[src/rtl/loop_dac_consts.svh]
// Shared constants of the loop converter serial command port
`ifndef LOOP_DAC_CONSTS_SVH
`define LOOP_DAC_CONSTS_SVH

// Frame lengths in bits
`define FRAME_BITS       6'd24
`define FRAME_CRC_BITS   6'd32
`define FRAME_OVER_BITS  6'd33

// Field positions inside a 24-bit frame
`define CMD_MSB          23
`define CMD_LSB          16
`define DATA_MSB         15
`define DATA_LSB         0

// Command bytes
`define CMD_WR_DAC       8'h01
`define CMD_WR_CTRL      8'h02
`define CMD_WR_OFFSET    8'h03
`define CMD_WR_GAIN      8'h04
`define CMD_LOAD_DAC     8'h05
`define CMD_ALARM        8'h06
`define CMD_RESET        8'h07
`define CMD_MEASURE      8'h08
`define CMD_NOP          8'h09
`define CMD_RD_DAC       8'h81
`define CMD_RD_CTRL      8'h82
`define CMD_RD_OFFSET    8'h83
`define CMD_RD_GAIN      8'h84
`define CMD_RD_FAULT     8'h85

// Control bit that turns off automatic fault readback
`define CTRL_NO_AUTO_BIT 11

// Reset values
`define DAC_RESET        16'h0000
`define CTRL_RESET       16'h0000
`define OFFSET_RESET     16'h8000
`define GAIN_RESET       16'hFFFF

// Checksum polynomial, x^8 + x^2 + x + 1
`define CRC_POLY         8'h07

// Timing
`define CLK_PERIOD_NS    50
`define RESET_WAIT_NS    50000
`define SCLK_HALF_CYC    4

`endif

[src/rtl/loop_dac_pkg.sv]
// Types and the checksum function of the loop converter serial port
`include "loop_dac_consts.svh"

package loop_dac_pkg;

    typedef logic [15:0] word_type;

    // Register selected for serial readback
    typedef enum logic [2:0] {SEL_FAULT, SEL_DAC, SEL_CTRL, SEL_OFFSET, SEL_GAIN} read_sel_type;

    // Host sequencer states
    typedef enum logic [2:0] {H_IDLE, H_LEAD, H_SHIFT, H_TAIL, H_GAP} host_state_type;

    // Checksum over command and data, MSB first, zero seed
    function automatic logic [7:0] crc8_calc(input logic [23:0] bits);
        logic [7:0] c;
        c = 8'h00;
        for (int i = 23; i >= 0; i--) begin
            c = (c[7] ^ bits[i]) ? ({c[6:0], 1'b0} ^ `CRC_POLY) : {c[6:0], 1'b0};
        end
        return c;
    endfunction : crc8_calc

endpackage : loop_dac_pkg

[src/rtl/loop_dac_link_if.sv]
// Four-wire serial link between host and converter port
`timescale 1ns/1ps

interface loop_dac_link_if;
    logic sync_b;
    logic sclk;
    logic serial_data_in;
    logic serial_data_out;

    modport device (
        input  sync_b,
        input  sclk,
        input  serial_data_in,
        output serial_data_out
    );

    modport host (
        output sync_b,
        output sclk,
        output serial_data_in,
        input  serial_data_out
    );
endinterface : loop_dac_link_if

[src/rtl/loop_dac_serial_command_port.sv]
// Device end: serial command port of the loop converter
// How it works
// - Host opens each frame by lowering sync_b
// - Input bits sampled on shift clock falling edge
// - Rising sync_b latches frame and executes it
// - 32-bit frame with checksum byte accepted
// - Bits arrive and assemble MSB first
// - Command byte on top, data word below
// - Codes 02-04 write control, offset, gain
// - 05 loads output, 06 forces alarm
// - 07 resets; host waits 50 us after
// - 08 measures, 09 idles, data ignored
// - Codes 81-85 select readback registers
// - Host sets control D11 before reads
// - Selected register shifts out next frame
// - Data word of reads is ignored
// - Host shift clock at most 30 MHz
// - Free-running or burst shift clock both work
// - Host steps codes to limit slew rate
// - Measure powers converter, result in fault
// - Valid write or no-op restarts watchdog
`timescale 1ns/1ps
`include "loop_dac_consts.svh"

module loop_dac_serial_command_port #(
    parameter logic [15:0] DAC_INIT    = `DAC_RESET,
    parameter logic [15:0] CTRL_INIT   = `CTRL_RESET,
    parameter logic [15:0] OFFSET_INIT = `OFFSET_RESET,
    parameter logic [15:0] GAIN_INIT   = `GAIN_RESET
) (
    // Clock, reset, enable
    input  wire logic                  clk,
    input  wire logic                  rst_b,
    input  wire logic                  ce,
    // Serial link
    loop_dac_link_if.device            link,
    // Configuration and status from the converter core
    input  wire logic                  crc_enable,
    input  wire loop_dac_pkg::word_type fault_word,
    // Register contents toward the converter core
    output logic [15:0]                dac_code,
    output logic [15:0]                dac_output,
    output logic [15:0]                ctrl_word,
    output logic [15:0]                offset_word,
    output logic [15:0]                gain_word,
    output logic                       alarm_active,
    // One-cycle event strobes
    output logic                       meas_start,
    output logic                       wd_restart,
    output logic                       soft_reset,
    output logic                       crc_error
);
    import loop_dac_pkg::*;

    // Pin synchronisers
    logic sclk_s1, sclk_s2, sclk_s3;
    logic sync_s1, sync_s2, sync_s3;
    logic din_s1,  din_s2;

    // Frame and register state
    logic [31:0]  rx_reg,     rx_next;
    logic [5:0]   cnt_reg,    cnt_next;
    logic [23:0]  tx_reg,     tx_next;
    logic         sdo_reg,    sdo_next;
    read_sel_type sel_reg,    sel_next;
    logic [15:0]  dac_reg,    dac_next;
    logic [15:0]  out_reg,    out_next;
    logic [15:0]  ctrl_reg,   ctrl_next;
    logic [15:0]  offset_reg, offset_next;
    logic [15:0]  gain_reg,   gain_next;
    logic         alarm_reg,  alarm_next;
    logic         meas_reg,   meas_next;
    logic         wd_reg,     wd_next;
    logic         rst_reg,    rst_next;
    logic         crcerr_reg, crcerr_next;

    // Decoded edges and frame view
    logic         sclk_fall;
    logic         frame_start;
    logic         frame_end;
    logic [23:0]  frame;
    logic [7:0]   cmd;
    logic [15:0]  data;
    logic         len_ok;
    logic         crc_ok;
    logic [15:0]  rd_word;

    // Two flops on every pin before any logic looks at it
    always_ff @(posedge clk) begin
        if (!rst_b) begin
            sclk_s1 <= 1'b1;
            sclk_s2 <= 1'b1;
            sclk_s3 <= 1'b1;
            sync_s1 <= 1'b1;
            sync_s2 <= 1'b1;
            sync_s3 <= 1'b1;
            din_s1  <= 1'b0;
            din_s2  <= 1'b0;
        end else if (ce) begin
            sclk_s1 <= link.sclk;
            sclk_s2 <= sclk_s1;
            sclk_s3 <= sclk_s2;
            sync_s1 <= link.sync_b;
            sync_s2 <= sync_s1;
            sync_s3 <= sync_s2;
            din_s1  <= link.serial_data_in;
            din_s2  <= din_s1;
        end
    end

    // Edges seen one cycle after the second flop
    assign sclk_fall   = sclk_s3 & ~sclk_s2;
    assign frame_start = sync_s3 & ~sync_s2;
    assign frame_end   = ~sync_s3 & sync_s2;

    // A 32-bit frame carries its checksum in the low byte
    assign frame  = (cnt_reg == `FRAME_CRC_BITS) ? rx_reg[31:8] : rx_reg[23:0];
    assign cmd    = frame[`CMD_MSB:`CMD_LSB];
    assign data   = frame[`DATA_MSB:`DATA_LSB];
    assign crc_ok = (crc8_calc(rx_reg[31:8]) == rx_reg[7:0]);
    assign len_ok = crc_enable ? (cnt_reg == `FRAME_CRC_BITS && crc_ok)
                               : (cnt_reg == `FRAME_BITS || cnt_reg == `FRAME_CRC_BITS);

    // Word for the next frame; without D11 set the fault word always returns
    always_comb begin
        rd_word = fault_word;
        if (!ctrl_reg[`CTRL_NO_AUTO_BIT]) begin
            rd_word = fault_word;
        end else begin
            unique case (sel_reg)
                SEL_DAC:    rd_word = dac_reg;
                SEL_CTRL:   rd_word = ctrl_reg;
                SEL_OFFSET: rd_word = offset_reg;
                SEL_GAIN:   rd_word = gain_reg;
                SEL_FAULT:  rd_word = fault_word;
            endcase
        end
    end

    // Shifting, decode and register updates
    always_comb begin
        rx_next     = rx_reg;
        cnt_next    = cnt_reg;
        tx_next     = tx_reg;
        sdo_next    = sdo_reg;
        sel_next    = sel_reg;
        dac_next    = dac_reg;
        out_next    = out_reg;
        ctrl_next   = ctrl_reg;
        offset_next = offset_reg;
        gain_next   = gain_reg;
        alarm_next  = alarm_reg;
        meas_next   = 1'b0;
        wd_next     = 1'b0;
        rst_next    = 1'b0;
        crcerr_next = 1'b0;
        if (frame_start) begin
            // Readback word is frozen here so a late register write cannot tear it
            cnt_next = 6'd0;
            tx_next  = {8'h00, rd_word};
            sdo_next = 1'b0;
        end else if (!sync_s2 && sclk_fall) begin
            // Gated bursts and free clocks look alike: only falls inside a frame count
            rx_next  = {rx_reg[30:0], din_s2};
            cnt_next = (cnt_reg == `FRAME_OVER_BITS) ? cnt_reg : cnt_reg + 6'd1;
            tx_next  = {tx_reg[22:0], 1'b0};
            sdo_next = tx_reg[22];
        end
        if (frame_end) begin
            crcerr_next = crc_enable && !len_ok && cnt_reg == `FRAME_CRC_BITS;
            if (len_ok) begin
                unique case (cmd)
                    `CMD_WR_DAC: begin
                        dac_next = data;
                        wd_next  = 1'b1;
                    end
                    `CMD_WR_CTRL: begin
                        ctrl_next = data;
                        wd_next   = 1'b1;
                    end
                    `CMD_WR_OFFSET: begin
                        offset_next = data;
                        wd_next     = 1'b1;
                    end
                    `CMD_WR_GAIN: begin
                        gain_next = data;
                        wd_next   = 1'b1;
                    end
                    `CMD_LOAD_DAC: begin
                        out_next   = dac_reg;
                        alarm_next = 1'b0;
                    end
                    `CMD_ALARM:    alarm_next = 1'b1;
                    `CMD_RESET: begin
                        // Data word is ignored by every non-write command
                        dac_next    = DAC_INIT;
                        out_next    = DAC_INIT;
                        ctrl_next   = CTRL_INIT;
                        offset_next = OFFSET_INIT;
                        gain_next   = GAIN_INIT;
                        alarm_next  = 1'b1;
                        sel_next    = SEL_FAULT;
                        rst_next    = 1'b1;
                    end
                    `CMD_MEASURE:   meas_next = 1'b1;
                    `CMD_NOP:       wd_next   = 1'b1;
                    `CMD_RD_DAC:    sel_next  = SEL_DAC;
                    `CMD_RD_CTRL:   sel_next  = SEL_CTRL;
                    `CMD_RD_OFFSET: sel_next  = SEL_OFFSET;
                    `CMD_RD_GAIN:   sel_next  = SEL_GAIN;
                    `CMD_RD_FAULT:  sel_next  = SEL_FAULT;
                    default:        sel_next  = sel_reg;
                endcase
            end
        end
    end

    // Register the port state; power-up leaves the loop in alarm
    always_ff @(posedge clk) begin
        if (!rst_b) begin
            rx_reg     <= 32'h0000_0000;
            cnt_reg    <= 6'd0;
            tx_reg     <= 24'h00_0000;
            sdo_reg    <= 1'b0;
            sel_reg    <= SEL_FAULT;
            dac_reg    <= DAC_INIT;
            out_reg    <= DAC_INIT;
            ctrl_reg   <= CTRL_INIT;
            offset_reg <= OFFSET_INIT;
            gain_reg   <= GAIN_INIT;
            alarm_reg  <= 1'b1;
            meas_reg   <= 1'b0;
            wd_reg     <= 1'b0;
            rst_reg    <= 1'b0;
            crcerr_reg <= 1'b0;
        end else if (ce) begin
            rx_reg     <= rx_next;
            cnt_reg    <= cnt_next;
            tx_reg     <= tx_next;
            sdo_reg    <= sdo_next;
            sel_reg    <= sel_next;
            dac_reg    <= dac_next;
            out_reg    <= out_next;
            ctrl_reg   <= ctrl_next;
            offset_reg <= offset_next;
            gain_reg   <= gain_next;
            alarm_reg  <= alarm_next;
            meas_reg   <= meas_next;
            wd_reg     <= wd_next;
            rst_reg    <= rst_next;
            crcerr_reg <= crcerr_next;
        end
    end

    // Outputs straight from flops
    assign link.serial_data_out = sdo_reg;
    assign dac_code     = dac_reg;
    assign dac_output   = out_reg;
    assign ctrl_word    = ctrl_reg;
    assign offset_word  = offset_reg;
    assign gain_word    = gain_reg;
    assign alarm_active = alarm_reg;
    assign meas_start   = meas_reg;
    assign wd_restart   = wd_reg;
    assign soft_reset   = rst_reg;
    assign crc_error    = crcerr_reg;

endmodule : loop_dac_serial_command_port

[src/flat_wrapper.sv]
// flat-port wrapper written by rule: the top's interface ports become plain ports
module loop_dac_serial_command_port_flat import loop_dac_pkg::*;
#(
    parameter logic [15:0] DAC_INIT    = `DAC_RESET,
    parameter logic [15:0] CTRL_INIT   = `CTRL_RESET,
    parameter logic [15:0] OFFSET_INIT = `OFFSET_RESET,
    parameter logic [15:0] GAIN_INIT   = `GAIN_RESET
)
  (clk, rst_b, ce, crc_enable, fault_word, dac_code, dac_output, ctrl_word, offset_word, gain_word, alarm_active, meas_start, wd_restart, soft_reset, crc_error, link_sync_b, link_sclk, link_serial_data_in, link_serial_data_out);
  loop_dac_link_if link_i ();
  input  wire logic clk;
  input  wire logic rst_b;
  input  wire logic ce;
  input  wire logic crc_enable;
  input  wire loop_dac_pkg::word_type fault_word;
  output logic [15:0] dac_code;
  output logic [15:0] dac_output;
  output logic [15:0] ctrl_word;
  output logic [15:0] offset_word;
  output logic [15:0] gain_word;
  output logic alarm_active;
  output logic meas_start;
  output logic wd_restart;
  output logic soft_reset;
  output logic crc_error;
  input wire logic [$bits(link_i.sync_b)-1:0] link_sync_b;
  input wire logic [$bits(link_i.sclk)-1:0] link_sclk;
  input wire logic [$bits(link_i.serial_data_in)-1:0] link_serial_data_in;
  output wire logic [$bits(link_i.serial_data_out)-1:0] link_serial_data_out;
  assign link_i.sync_b = link_sync_b;
  assign link_i.sclk = link_sclk;
  assign link_i.serial_data_in = link_serial_data_in;
  assign link_serial_data_out = link_i.serial_data_out;
  loop_dac_serial_command_port #(.DAC_INIT(DAC_INIT), .CTRL_INIT(CTRL_INIT), .OFFSET_INIT(OFFSET_INIT), .GAIN_INIT(GAIN_INIT)) u_core (.clk(clk), .rst_b(rst_b), .ce(ce), .link(link_i), .crc_enable(crc_enable), .fault_word(fault_word), .dac_code(dac_code), .dac_output(dac_output), .ctrl_word(ctrl_word), .offset_word(offset_word), .gain_word(gain_word), .alarm_active(alarm_active), .meas_start(meas_start), .wd_restart(wd_restart), .soft_reset(soft_reset), .crc_error(crc_error));
endmodule
[config.mk]
export PLATFORM = sky130hd
export DESIGN_NAME = loop_dac_serial_command_port_flat
export DESIGN_NICKNAME = d
export VERILOG_FILES = /design/src/rtl/loop_dac_pkg.sv /design/src/rtl/loop_dac_link_if.sv /design/src/rtl/loop_dac_serial_command_port.sv /design/src/flat_wrapper.sv
export VERILOG_INCLUDE_DIRS = /design/src /design/src/rtl
export SDC_FILE = /design/constraint.sdc
export NUM_CORES = 1
export LEC_CHECK = 0
export BUFFER_PORTS_ARGS = -buffer_cell sky130_fd_sc_hd__buf_2
export CAP_MARGIN = 20
export CORE_ASPECT_RATIO = 0.6
export CORE_MARGIN = 4
export CORE_UTILIZATION = 25
export DETAILED_ROUTE_END_ITERATION = 8
export GPL_TIMING_DRIVEN = 0
export PLACE_DENSITY = 0.39
export SYNTH_ARGS = -nofsm -noshare
export SYNTH_HDL_FRONTEND = slang
export SYNTH_SLANG_ARGS = --single-unit
[constraint.sdc]
create_clock -name clk -period 3.2 [get_ports clk]
set_input_delay 0.16 -clock clk [delete_from_list [all_inputs] [get_ports clk]]
set_output_delay 0.16 -clock clk [all_outputs]
set_load 0.1 [all_outputs]
### After elaboration in Yosys (flattened, before gate mapping)

Index checks and enable logic that the tools add are counted.
W data, S select, Z words.

| cells by class | value |
|---|---|
| add/sub/neg operators | 1 |
| eq/ne operators | 23 |
| multiplexer cells | 52 |
| bitwise operators | 53 |
| reductions and logical operators | 29 |

Operators with widths:

| cell | number |
|---|---|
| $pmux W16 S2 | 5 |
| $pmux W16 S5 | 1 |
| $mux W3 | 24 |
| $not A3 Y3 | 23 |
| $mux W23 | 2 |
| $eq A8 B8 Y1 const B | 5 |
| $eq A8 B3 Y1 const B | 4 |
| $reduce_and A4 Y1 | 7 |
| $mux W24 | 1 |
| $mux W6 | 3 |
| $xor A1 B1 Y1 | 18 |
| $eq A8 B2 Y1 const B | 2 |
| $eq A8 B4 Y1 const B | 2 |
| $mux W16 | 1 |
| $pmux W3 S5 | 1 |
| $reduce_bool A2 Y1 | 7 |
| $mux W1 | 13 |
| $eq A6 B6 Y1 const B | 2 |
| $eq A8 B1 Y1 const B | 1 |
| $eq A8 B8 Y1 | 1 |
| $add A6 B1 Y6 const B | 1 |
| $eq A3 B2 Y1 const B | 2 |
| $eq A6 B5 Y1 const B | 1 |
| $reduce_and A3 Y1 | 2 |
| 15 further kinds | 29 |

| storage, ports and cells | value |
|---|---|
| flip-flop bits (word level) | 158 |
| output and inout bits | 86 |

### Longest topological paths before layout

Gate-level depths: netlist (run 1).

| logic depth | value |
|---|---|
| depth after elaboration | 54 |
| mapped depth | 13 |

### Least setup slack after synthesis (run 1)

OpenSTA, ideal clock, no wires.

| path | value |
|---|---|
| path kind | register -> register |
| from | reg u_core.rx_reg[26] |
| to | reg u_core.ctrl_reg[10] (netlist: u_core.ctrl_word[10]) |
| setup time | 0.072 ns |
| data arrival time | 3.000 ns |
| data required time | 3.128 ns |
| path slack | 0.128 ns |
| stages on the path, launching flop included | 11 |
| path buffers | 2 |
| clock period less this slack | 3.072 ns |
| path through | dfxtp_1 buf_4 xor2_1 xnor3_2 xnor3_1 nor3_2 o221ai_2 a211o_1 a211oi_4 buf_6 mux2i_1 |

| on the way | value |
|---|---|
| cells in the longest elaborated chain, start to end | 22 |
| elaborated cells between the ends (all ways) | 46 |
| classes of those cells | eq/ne: 3; mux: 18; bitwise: 22; reduce/logical: 3 |

RTL lines:

| what | line | source |
|---|---|---|
| start, declared | loop_dac_serial_command_port.sv:61 | `logic [31:0] rx_reg, rx_next;` |
| start signal, assigned | loop_dac_serial_command_port.sv:237 | `rx_reg <= rx_next;` |
| $xor A1 B1 Y1 | loop_dac_pkg.sv:19 | `` c = (c[7] ^ bits[i]) ? ({c[6:0], 1'b0} ^ `CRC_POLY) : {c[6:0], 1'b0}; `` |
| $mux W3 | loop_dac_pkg.sv:19 |  |
| $not A3 Y3 (no line) | n/a |  |
| $mux W3 | loop_dac_pkg.sv:19 |  |
| $not A3 Y3 (no line) | n/a |  |
| $mux W3 | loop_dac_pkg.sv:19 |  |
| $xor A1 B1 Y1 | loop_dac_pkg.sv:19 |  |
| $mux W3 | loop_dac_pkg.sv:19 |  |
| [6 not listed] | n/a |  |
| $not A3 Y3 (no line) | n/a |  |
| $mux W3 | loop_dac_pkg.sv:19 |  |
| $not A3 Y3 (no line) | n/a |  |
| $mux W3 | loop_dac_pkg.sv:19 |  |
| $eq A8 B8 Y1 | loop_dac_serial_command_port.sv:120 | `assign crc_ok = (crc8_calc(rx_reg[31:8]) == rx_reg[7:0]);` |
| $logic_and A1 B1 Y1 | loop_dac_serial_command_port.sv:121 | `` assign len_ok = crc_enable ? (cnt_reg == `FRAME_CRC_BITS && crc_ok) `` |
| $mux W1 | loop_dac_serial_command_port.sv:121 |  |
| $reduce_and A4 Y1 (no line) | n/a |  |
| end signal, assigned | loop_dac_serial_command_port.sv:244 | `ctrl_reg <= ctrl_next;` |
| end, declared | loop_dac_serial_command_port.sv:68 | `logic [15:0] ctrl_reg, ctrl_next;` |

Several ways; a longest one is shown, not always the timed one.
A chain may end at the register's enable or synchronous reset.

### Final worst setup path (run 1)

| path | value |
|---|---|
| from | reg u_core.rx_reg[29] |
| to | reg u_core.gain_reg[13] (netlist: u_core.gain_word[13]) |

| on the way | value |
|---|---|
| cells in the longest elaborated chain, start to end | 22 |
| elaborated cells between the ends (all ways) | 55 |
| classes of those cells | eq/ne: 3; mux: 21; bitwise: 28; reduce/logical: 3 |

RTL lines:

| what | line | source |
|---|---|---|
| $xor A1 B1 Y1 | loop_dac_pkg.sv:19 |  |
| $mux W3 | loop_dac_pkg.sv:19 |  |
| $not A3 Y3 (no line) | n/a |  |
| $mux W3 | loop_dac_pkg.sv:19 |  |
| $not A3 Y3 (no line) | n/a |  |
| $mux W3 | loop_dac_pkg.sv:19 |  |
| $xor A1 B1 Y1 | loop_dac_pkg.sv:19 |  |
| $mux W3 | loop_dac_pkg.sv:19 |  |
| [6 not listed] | n/a |  |
| $not A3 Y3 (no line) | n/a |  |
| $mux W3 | loop_dac_pkg.sv:19 |  |
| $not A3 Y3 (no line) | n/a |  |
| $mux W3 | loop_dac_pkg.sv:19 |  |
| $eq A8 B8 Y1 | loop_dac_serial_command_port.sv:120 |  |
| $logic_and A1 B1 Y1 | loop_dac_serial_command_port.sv:121 |  |
| $mux W1 | loop_dac_serial_command_port.sv:121 |  |
| $reduce_and A4 Y1 (no line) | n/a |  |
| end signal, assigned | loop_dac_serial_command_port.sv:246 | `gain_reg <= gain_next;` |
| end, declared | loop_dac_serial_command_port.sv:70 | `logic [15:0] gain_reg, gain_next;` |

Several ways; a longest one is shown, not always the timed one.

==> metrics.md, run 1 <==
| Metric | Value |
|---|---|
| Crit-path slowest cell | `xnor3_1` |
| Grt ovf | `0` |
| Initial DRC count | `651` |
| Share of cells above drive strength 1 | `about a fifth` |
| Yosys cell types | `62` |
| GR Util All Layers | `around 18%` |
| CP Cell Sequence | `clkbuf_4 -> xnor2_4 -> xnor3_2 -> xnor3_1 -> nor3_2 -> o221ai_4 -> a211o_4 -> buf_6 -> a21o_4 -> o32a_1` |
| Sequential fraction of the synthesis area | `between 30% and 40%` |
| # IOs | `about 110` |
| Rows | `50` |
| Finished Cell Area | `between 10,000 and 15,000 um2` |
| Period utilization | `between 90% and 100%` |
| Compound-Gate Fraction of Synth Area | `17.5%` |
| Status | `completed` |
| Diode count | `0` |
| CP max stage delay | `about 0.42 ns` |
| Slew HR | `approximately 47%` |
| Worst hold slack | `0.0406 ns` |
| CP startpoint kind | `flip-flop` |
| Reg2reg end | `u_core.gain_word[13]` |
| Endpoints failing hold | `0` |
| R2R Path Start | `u_core.rx_reg[29]` |
| Crit path DAT | `between 3 and 4 ns` |
| Tmin final | `about 3.1 ns` |
| I/O Buffers | `roughly 110` |
| WL final | `31.9 mm` |
| Final setup TNS | `0 ns` |
| First-pass GRT wire length | `~47 mm` |
| First drt pass iteration count | `5` |
| Crit Path Max Fanout | `10` |
| CTS buffer count | `17` |
| Synth Area in XOR/XNOR | `~8.9%` |
| VDD IR max | `between 0.0003 and 0.0004 V` |
| Endpoints failing setup | `0` |
| Largest net degree at the start of global routing | `17` |
| Max_cap viols | `0` |
| Mux cell area share after synthesis | `9.50%` |
| Layout Skew | `approximately 0.012 ns` |
| Synthesized area | `around 8000 um2` |
| Ys async rst share | `0%` |
| Number of enable flip-flop cells after synthesis | `0` |
| Routed Antenna Nets | `0` |
| Yosys reg bits | `158` |
| Area growth syn-to-layout | `28.1%` |
| HP Class | `primary input to flip-flop` |
| Largest family of logic cells by synthesized area | `simple AND/OR/NAND/NOR gates` |
| Slew Viols, Final | `0` |
| Top FF cell, synth | `dfxtp_1` |
| DRC viols | `0` |
| Vias | `between 7,000 and 8,000` |
| YS warnings | `0` |
| Gp weighted congestion | `around 0.85` |
| Via density | `~5` |
| Average wire per standard cell | `~20 um` |
| Simple-Gate Fraction of Synth Area | `19.2%` |
| Syn nets | `around 1,000` |
| CTS tree | `built` |
| Max FFs per register | `32` |
| Slew @ Worst Pin | `around 0.8 ns` |
| Fmax | `between 0.3 and 0.4 GHz` |
| Hold endpoint | `u_core.sync_s3` |
| CTS Buffer Depth | `2` |
| Root Driver | `clkbuf_16` |
| WHS Path Cells | `3` |
| Worst R2R Setup Slack | `between 0.05 and 0.06 ns` |
| Initial core utilization | `between 20% and 30%` |
| H-tree levels | `4` |
| RSZ-0062 raised after global routing | `yes` |
| Setup crit end kind | `flip-flop` |
| Avg Inst Size Synth | `about 8.2 um2` |
| Die W | `about 240 um` |
| Die ar. | `35,000 um2` |
| Cell count after synthesis | `about 1,000` |
| Core area | `approximately 31,000 um2` |
| DPL Wire Length | `around 24 mm` |
| Height of the die | `about 150 um` |
| Worst Setup Path Type | `flip-flop to flip-flop` |
| Leakage | `0.00389 uW` |
| Power, Total | `4220 uW` |
| Placed Area | `9070 um2` |
| Final std cells w/o fill | `1,546` |
| CP Data Required Time | `between 3 and 4 ns` |
| Reg2Reg Depth | `10` |
| # placed instances | `1,495` |
| HP Start | `ce` |
| Post-synthesis adder-cell area fraction | `less than 1%` |
| CTS sink count | `158` |
| # nets final | `1,145` |
| Clk slew on worst S/H paths | `0.07 ns` |
| Power Density | `a little over 400 nW/um2` |
| Initial antenna violation count | `0` |
| Vias in the first global route | `around 7,000` |
| Clock Latency Late Sink | `0.44 ns` |
[cells in the mapped netlist (all sizes together), types with 17 or more instances]
cell | number | area (um2)
nand3 | 36 | 180
nand2 | 216 | 811
nor3 | 20 | 105
nor2 | 59 | 221
dfxtp | 158 | 3160
xnor2 | 28 | 260
a21oi | 117 | 586
clkbuf | 50 | 188
mux2i | 76 | 761
o21ai | 27 | 135
xor2 | 17 | 156
buf | 30 | 165
[placed cells by master (no fill, tap or decap), types with 6 or more instances in the layout]
cell type / instances
inv_1: 11
buf_2: 109
clkbuf_1: 50
dfxtp_2: 6
buf_6: 10
nand2b_1: 10
o32a_1: 9
buf_4: 18
a21oi_1: 116
a22oi_1: 9
nand3_1: 35
buf_1: 12
mux2i_1: 74
xnor2_1: 17
o21ai_0: 24
o211ai_1: 11
nand2_1: 216
nor2_1: 58
xnor3_2: 6
clkbuf_16: 17
xor2_1: 11
nor3_1: 18
xnor3_1: 6
dfxtp_1: 149
xnor2_2: 7
o22a_1: 15
[critical path: cells and delay by family, from the launching register on]
kind	cells	cell delay [ns]
and+or+nand+nor	1	0.24
AOI/OAI and AO/OA	4	1.13
xor gates and xnor gates	3	0.99
DFF	1	0.30
buffers and inverters	2	0.36
[layer usage]
metal / vias to the layer above / share of wire (%) / track usage [%]
met2: 218 / 37 / 22.4
met4: 0 / 1.2 / 3.98
met3: 20 / 5.9 / 3.19
met1: 3711 / 56 / 30.1
li1: 3639 / - / -
met5: - / 0 / 0
[power breakdown]
part / total (uW) / internal [uW] / leakage (uW) / switching [uW]
clock network: 2120 / 1260 / 0.000285 / 854
registers: 1980 / 1970 / 0.00128 / 6.00
logic: 123 / 36.7 / 0.00233 / 85.9
[layout make-up]
cell class              count  area (um2)
plain buffers              77         409
repair buffers            132         756
fillers                  3336       21100
flip-flops and latches    158        3180
multi-input cells         722        4770
clock inverters             6         109
clock buffers              24         472
well taps                 416         520
inverters                  11        41.3
[how the worst max path moves through the flow]
stage	to	slack, ns	startpoint	depth (start not counted)
after floorplan	u_core.ctrl_word[10]	0.13	u_core.rx_reg[26]	10
after global placement	u_core.ctrl_word[8]	-1.06	u_core.cnt_reg[5]	10
after detailed placement	u_core.ctrl_word[8]	-0.70	u_core.cnt_reg[0]	12
after CTS	u_core.dac_code[7]	0.005	u_core.rx_reg[22]	11
after global routing	u_core.dac_output[6]	-0.07	u_core.rx_reg[29]	11
final	u_core.gain_word[13]	0.05	u_core.rx_reg[29]	10
[logic make-up (layout without fill, tap and decap cells)]
logic type      Yosys count  after routing
simple gates            363            363
compound gates          222            222
flops                   158            158
buf+inv                  91            250
mux                      76             76
xor+xnor                 58             58
fa+ha+maj                 3              3
[stage by stage]
step                setup WS, ns  utilization (%)
finish                    0.0531             32.7
global placement           -1.06             28.9
CTS                      0.00502             31.7
detailed placement        -0.700             28.9
global route             -0.0732             32.7
floorplan                  0.128                -
[repair_timing]
| item | in CTS | in global routing |
|---|---|---|
| pin swaps | 9 | 14 |
| hold endpoints to repair | 3 | 0 |
| hold buffers | 3 | 0 |
| setup endpoints to repair | 87 | 78 |
| buffers inserted | 8 | 12 |
| gates cloned | 0 | 1 |
| resized for setup | 40 | 58 |
(Power assumes the default switching activity.)
==> run 2: changes to the inputs <==
--- a/config.mk
+++ b/config.mk
@@ -8,12 +8,11 @@
 export LEC_CHECK = 0
 export BUFFER_PORTS_ARGS = -buffer_cell sky130_fd_sc_hd__buf_2
 export CAP_MARGIN = 20
-export CORE_ASPECT_RATIO = 0.6
 export CORE_MARGIN = 4
 export CORE_UTILIZATION = 25
 export DETAILED_ROUTE_END_ITERATION = 8
 export GPL_TIMING_DRIVEN = 0
-export PLACE_DENSITY = 0.39
+export PLACE_DENSITY = 0.37
 export SYNTH_ARGS = -nofsm -noshare
 export SYNTH_HDL_FRONTEND = slang
 export SYNTH_SLANG_ARGS = --single-unit
==> constraint.sdc (replaced) <==
create_clock -name clk -period 3.7 [get_ports clk]
set_input_delay 0.185 -clock clk [delete_from_list [all_inputs] [get_ports clk]]
set_output_delay 0.185 -clock clk [all_outputs]
set_load 0.1 [all_outputs]
==> metrics.md, run 2 (synthesized netlist as in run 1, its figures left out) <==
| Metric | Value |
|---|---|
| Tmin final | `3.55 ns (+0.400 ns)` |
| CTS sink count | `158 (unchanged)` |
| WL final | `30.9 mm (-3.0%)` |
| Most Used Layer, Global Route | `met2` |
| Die W | `187 um (-22%)` |
| First-pass GRT wire length | `46.4 mm (-0.91%)` |
| Final WS setup | `0.153 ns (+0.100 ns)` |
| VDD IR max | `0.000325 V (-5.9%)` |
| # nets final | `1,128 (-1.5%)` |
| Fmax | `0.282 GHz (-11%)` |
| Share of cells above drive strength 1 | `15.6% (-5.2 points)` |
| Vias in the first global route | `7,001 (-0.17%)` |
| Clock network power share | `49.5% (-0.7 points)` |
| Met2 Usage GRT | `29.6% (+7.3 points)` |
| Seq pwr share | `47.6% (+0.7 points)` |
| Most common cell after layout, fill and taps aside | `nand2_1` |
| Internal | `2760 uW (-16%)` |
| Largest net degree at the start of global routing | `17 (unchanged)` |
| Slew HR | `23.3% (-24 points)` |
| GR Util All Layers | `17.4% (-0.37 points)` |
| I/O Buffers | `107 (unchanged)` |
| Via density | `4.79 (-2.5%)` |
| Initial core utilization | `25.4% (-0.17 points)` |
| Max_cap viols | `0 (unchanged)` |
| Switching fraction of total power | `23.3% (+0.88 points)` |
| Leakage | `0.00369 uW (-5.3%)` |
| CP startpoint kind | `flip-flop` |
| Setup crit end kind | `flip-flop` |
| Power, Total | `3600 uW (-15%)` |
| Vias | `7,263 (-4.3%)` |
| Endpoints failing setup | `0 (unchanged)` |
| Endpoints failing hold | `0 (unchanged)` |
| Die ar. | `35,000 um2 (-0.27%)` |
| Grt ovf | `0 (unchanged)` |
| Final std cells w/o fill | `1,517 (-1.9%)` |
| Average wire per standard cell | `20.4 um (-1.1%)` |
| DPL Wire Length | `23.6 mm (-3.1%)` |
| Sequential cell area | `3160 um2 (-0.59%)` |
| Gp weighted congestion | `0.827 (-3.3%)` |
| Area growth syn-to-layout | `21.4%` |
| Crit Path Max Fanout | `10 (unchanged)` |
| CP max stage delay | `0.53 ns (+0.11 ns)` |
| Core area | `31,600 um2 (+0.68%)` |
| HP Class | `primary input to flip-flop` |
| First drt pass iteration count | `7 (+2)` |
| Clock Latency Late Sink | `0.45 ns (about the same)` |
| Initial antenna violation count | `1 (+1)` |
| Routed Antenna Nets | `0 (unchanged)` |
| Slew Viols, Final | `0 (unchanged)` |
| CP Data Required Time | `4.07 ns (+0.54 ns)` |
| Root Driver | `clkbuf_16` |
| Multi-input logic area | `4500 um2 (-5.7%)` |
| CP Cell Sequence | `xnor3_2 -> xor2_1 -> xnor3_1 -> nor3_2 -> o221ai_2 -> a211o_1 -> a21boi_1 -> clkbuf_4 -> buf_4 -> mux2i_1` |
| Setup WS pre-CTS | `-0.226 ns (+0.475 ns)` |
| Met3 Track Usage GR | `3.53% (+0.34 points)` |
| GR Util met1 | `22.7% (-7.3 points)` |
| Most frequent cells in the layout | `nand2_1, dfxtp_1, a21oi_1` |
| H-tree levels | `4 (unchanged)` |
| Worst hold slack | `0.0789 ns (+0.0383 ns)` |
| DRC viols | `0 (unchanged)` |
| Max FFs per register | `32 (unchanged)` |
| CTS Buffer Depth | `2 (unchanged)` |
| Comb pwr share | `2.9% (about the same)` |
| Status | `completed` |
| Crit path DAT | `3.91 ns (+0.44 ns)` |
| Worst Setup Path Type | `flip-flop to flip-flop` |
| Rows | `65 (+30%)` |
| Initial DRC count | `528 (-19%)` |
| Clk slew on worst S/H paths | `0.06 ns (about the same)` |
| Slew @ Worst Pin | `1.14 ns (+0.348 ns)` |
| Period utilization | `95.9% (-2.5 points)` |
| Final setup TNS | `0 ns (unchanged)` |
| Power Density | `370 nW/um2 (-9.9%)` |
| Layout Skew | `0.0150 ns (+0.00258 ns)` |
| Height of the die | `187 um (+28%)` |
| Crit-path slowest cell | `xnor3_2` |
| Net Switching | `840 uW (-11%)` |
| Fillcell total | `3,451 (+3.4%)` |
| # placed instances | `1,480 (-1.0%)` |
| CTS tree | `built` |
| # IOs | `109 (unchanged)` |
| CTS buffer count | `17 (unchanged)` |
run 2: cell types whose count changed in the layout (fill, tap and decap cells not counted), moves of 4 or more:
| cell | change |
|---|---|
| buf_2 | +6 |
| buf_4 | -12 |
| buf_6 | -6 |
| buf_8 | -4 |
| clkbuf_4 | -4 |
| clkinvlp_4 | +4 |
| dfxtp_1 | +9 |
| dfxtp_2 | -6 |
| xnor2_1 | +9 |
| xnor2_2 | -5 |
| xnor2_4 | -4 |
| xor2_1 | +5 |
| xor2_2 | -4 |
run 2: cell type report:
| cell class | instances | area share [%] |
|---|---|---|
| Multi-Input combinational cell | 722 | 46.3 |
| Sequential cell | 158 | 32.5 |
| Timing Repair Buffer | 112 | 5.97 |
| Tap cell | 402 | 5.17 |
| Clock buffer | 21 | 4.74 |
| Buffer | 80 | 3.71 |
| Clock inverter | 10 | 1.17 |
| Inverter | 11 | 0.425 |
| Antenna cell | 1 | 0.0257 |
run 2: final timing paths:
kind                        start               endpoint  slack (ns)  cells past startpoint
max reg2reg     u_core.rx_reg[17]  u_core.dac_output[12]        0.15                     10
min                            ce         u_core.sync_s3        0.08                      3
min reg2reg  u_core.dac_output[3]   u_core.dac_output[3]        0.45                      2
max             u_core.rx_reg[17]  u_core.dac_output[12]        0.15                     10
run 2: power groups by stage:
| stage | logic, uW | registers, uW | clock network [uW] |
|---|---|---|---|
| 2_1_floorplan | 55.8 | 1750 | 0 |
| 3_3_place_gp | 105 | 1750 | 0 |
| 3_5_place_dp | 105 | 1750 | 0 |
| 4_1_cts | 108 | 1710 | 1840 |
| 5_1_grt | 116 | 1710 | 1900 |
| 6_report | 105 | 1710 | 1780 |
run 2: metal layers:
metal | share of wire [%] | wire [um] | vias up
met2 | 48 | 14900 | 144
li1 | - | - | 3612
met4 | 1.5 | 455 | 0
met3 | 3.5 | 1080 | 15
met1 | 47 | 14400 | 3492
met5 | 0 | 0 | -
run 2: repair_timing:
| action | CTS | global route |
|---|---|---|
| pin swaps | 0 | 1 |
| endpoints found under the setup margin | 36 | 44 |
| setup buffers | 0 | 2 |
| hold buffers | 3 | 0 |
| endpoints found under the hold margin | 3 | 0 |
| gates resized for setup | 2 | 9 |
run 2: critical path, delay by kind of cell (launching register included):
| family | cells | cell delay, ns |
|---|---|---|
| AO/OA/AOI/OAI | 3 | 0.82 |
| XOR/XNOR | 3 | 1.23 |
| buffers and inverters | 2 | 0.56 |
| flip-flops | 1 | 0.44 |
| multiplexers | 1 | 0.22 |
| AND/OR/NAND/NOR | 1 | 0.19 |
run 2: stage by stage:
| stage | util, % | area [um2] |
|---|---|---|
| floorplan | - | 8010 |
| global placement | 28.7 | 9040 |
| detailed placement | 28.7 | 9040 |
| CTS | 30.6 | 9660 |
| global route | 30.8 | 9720 |
| finish | 30.8 | 9720 |
==> run 3: changes to the inputs <==
--- a/config.mk
+++ b/config.mk
@@ -11,7 +11,6 @@
 export CORE_MARGIN = 4
 export CORE_UTILIZATION = 25
 export DETAILED_ROUTE_END_ITERATION = 8
-export GPL_TIMING_DRIVEN = 0
 export PLACE_DENSITY = 0.37
 export SYNTH_ARGS = -nofsm -noshare
 export SYNTH_HDL_FRONTEND = slang
==> metrics.md, run 3 (synthesized netlist as in run 1, its figures left out) <==
| Metric | Value |
|---|---|
| Average wire per standard cell | `19.1 um (-6.1%)` |
| Root Driver | `clkbuf_16` |
| Gp weighted congestion | `0.769 (-7.0%)` |
| Clk slew on worst S/H paths | `0.07 ns (about the same)` |
| Largest net degree at the start of global routing | `63 (+46)` |
| First-pass GRT wire length | `43.6 mm (-6.0%)` |
| Max_cap viols | `0 (unchanged)` |
| CP max stage delay | `0.52 ns (about the same)` |
| Switching fraction of total power | `24.0% (+0.70 points)` |
| Initial core utilization | `25.4% (unchanged)` |
| CP bufs+invs | `0 (-2)` |
| CP startpoint kind | `flip-flop` |
| Net Switching | `842 uW (+0.32%)` |
| Initial DRC count | `435 (-18%)` |
| RSZ-0062 raised after global routing | `no` |
| Share of cells above drive strength 1 | `17.9% (+2.3 points)` |
| Met1 WL | `13.7 mm (-4.9%)` |
| Final setup TNS | `0 ns (unchanged)` |
| Crit-path slowest cell | `dfxtp_1` |
| CTS resizes | `0 (-2)` |
| CP Cell Sequence | `xor2_1 -> xnor3_2 -> xnor3_1 -> nor3_2 -> o221ai_2 -> a211o_1 -> a21o_1 -> o32a_1` |
| Via density | `4.75 (-0.79%)` |
| Crit-path leading delay family | `compound AO/OA/AOI/OAI gates` |
| Setup crit end kind | `flip-flop` |
| VDD IR max | `0.000323 V (-0.61%)` |
| Most frequent cells in the layout | `nand2_1, dfxtp_1, a21oi_1` |
| Power Density | `366 nW/um2 (-1.1%)` |
| # IOs | `109 (unchanged)` |
| First drt pass iteration count | `5 (-2)` |
| CTS tree | `built` |
| Slew HR | `40.7% (+17 points)` |
| CTS sink count | `158 (unchanged)` |
| Seq pwr share | `48.9% (+1.3 points)` |
| CP Data Required Time | `4.01 ns (-0.06 ns)` |
| Routed wire length on met2 | `13.2 mm (-12%)` |
| Worst Setup Path Type | `flip-flop to flip-flop` |
| Area growth syn-to-layout | `19.6%` |
| Die W | `187 um (unchanged)` |
| Fillcell total | `3,412 (-1.1%)` |
| HP Class | `primary input to flip-flop` |
| Final WS setup | `0.339 ns (+0.186 ns)` |
| Setup Buffers After CTS | `0 (unchanged)` |
| Height of the die | `187 um (unchanged)` |
| GR Util All Layers | `15.9% (-1.5 points)` |
| Crit Path Max Fanout | `10 (unchanged)` |
| Vias in the first global route | `6,891 (-1.6%)` |
| Crit path DAT | `3.68 ns (-0.23 ns)` |
| I/O Buffers | `108 (+0.93%)` |
| # placed instances | `1,432 (-3.2%)` |
| WL final | `28.1 mm (-9.1%)` |
| Vias | `6,973 (-4.0%)` |
| DRC viols | `0 (unchanged)` |
| Final std cells w/o fill | `1,468 (-3.2%)` |
| Uppermost layer routed | `met4` |
| Initial antenna violation count | `1 (unchanged)` |
| Clock network power share | `48.5% (-1.0 points)` |
| DPL Wire Length | `20.7 mm (-12%)` |
| Most common cell after layout, fill and taps aside | `nand2_1` |
| Internal | `2670 uW (-3.5%)` |
| Period utilization | `90.8% (-5.0 points)` |
| H-tree levels | `4 (unchanged)` |
| Comb pwr share | `2.6% (-0.3 points)` |
| Slew @ Worst Pin | `0.880 ns (-0.259 ns)` |
| Die ar. | `35,000 um2 (unchanged)` |
| Setup WS pre-CTS | `0.306 ns (+0.532 ns)` |
| Clock Latency Late Sink | `0.44 ns (about the same)` |
| Slew Viols, Final | `0 (unchanged)` |
| CTS buffer count | `17 (unchanged)` |
| Status | `completed` |
| Core area | `31,600 um2 (unchanged)` |
| Routed length on met3 | `881 um (-19%)` |
| CTS Buffer Depth | `2 (unchanged)` |
| Layout Skew | `0.0138 ns (-0.00119 ns)` |
| Rows | `65 (unchanged)` |
| Max FFs per register | `32 (unchanged)` |
| Fmax | `0.298 GHz (+5.5%)` |
| Tmin final | `3.36 ns (-0.186 ns)` |
| Leakage | `0.00370 uW (+0.29%)` |
| Routed Antenna Nets | `0 (unchanged)` |
| Endpoints failing hold | `0 (unchanged)` |
| Grt ovf | `0 (unchanged)` |
| # nets final | `1,078 (-4.4%)` |
| Endpoints failing setup | `0 (unchanged)` |
run 3: cell types whose count changed in the layout (fill, tap and decap cells not counted), moves of 2 or more:
cell,change
clkinvlp_4,-2
buf_4,+24
clkbuf_1,-49
buf_1,-13
buf_12,+2
clkbuf_8,-2
buf_2,-8
buf_6,-4
clkinv_4,+5
run 3: final timing paths:
check                       start                   end  slack (ns)  depth (start not counted)
min                 fault_word[9]      u_core.tx_reg[9]        0.17                          5
max reg2reg     u_core.rx_reg[26]  u_core.gain_word[13]        0.34                          8
min reg2reg  u_core.dac_output[6]  u_core.dac_output[6]        0.45                          2
max             u_core.rx_reg[26]  u_core.gain_word[13]        0.34                          8
run 3: layout make-up:
type,instances,area [um2],share of cell area (%)
multi-input combinational,722,4480,46.8
sequential,158,3160,33.0
timing repair buffer,142,831,8.68
tap,402,503,5.25
clock buffer,19,433,4.52
clock inverter,13,118,1.23
inverter,11,41.3,0.431
antenna,1,2.50,0.0261
run 3: worst reg2reg max path: stages, from the launching register on:
cell and delay [ns]:
dfxtp_1 0.52, xor2_1 0.25, xnor3_2 0.50, xnor3_1 0.38
nor3_2 0.21, o221ai_2 0.19, a211o_1 0.45, a21o_1 0.37
o32a_1 0.37
run 3: metal layers:
| layer | track usage (%) | vias to the layer above |
|---|---|---|
| li1 | - | 3519 |
| met3 | 2.99 | 11 |
| met5 | 0 | - |
| met1 | 21.7 | 3324 |
| met2 | 26.3 | 119 |
| met4 | 3.81 | 0 |
run 3: through the flow:
stage	power [uW]	util, %	instance area (um2)	hold slack [ns]
2_1_floorplan	1810	-	8010	0.313
3_3_place_gp	1840	28.5	8990	0.406
3_5_place_dp	1840	28.5	8990	0.408
4_1_cts	3560	30.3	9570	0.149
5_1_grt	3630	30.3	9570	0.174
6_report	3510	30.3	9570	0.171
run 3: repair_timing:
item,in CTS,in global routing
setup endpoints to repair,0,0
hold buffers,3,0
endpoints found under the hold margin,3,0
run 3: power groups by stage:
| stage | logic (uW) | registers (uW) | clock network, uW |
|---|---|---|---|
| global route | 101 | 1710 | 1820 |
| finish | 90.6 | 1710 | 1700 |
| CTS | 93.0 | 1710 | 1760 |
| global placement | 89.7 | 1750 | 0 |
| detailed placement | 90.3 | 1750 | 0 |
| floorplan | 55.8 | 1750 | 0 |
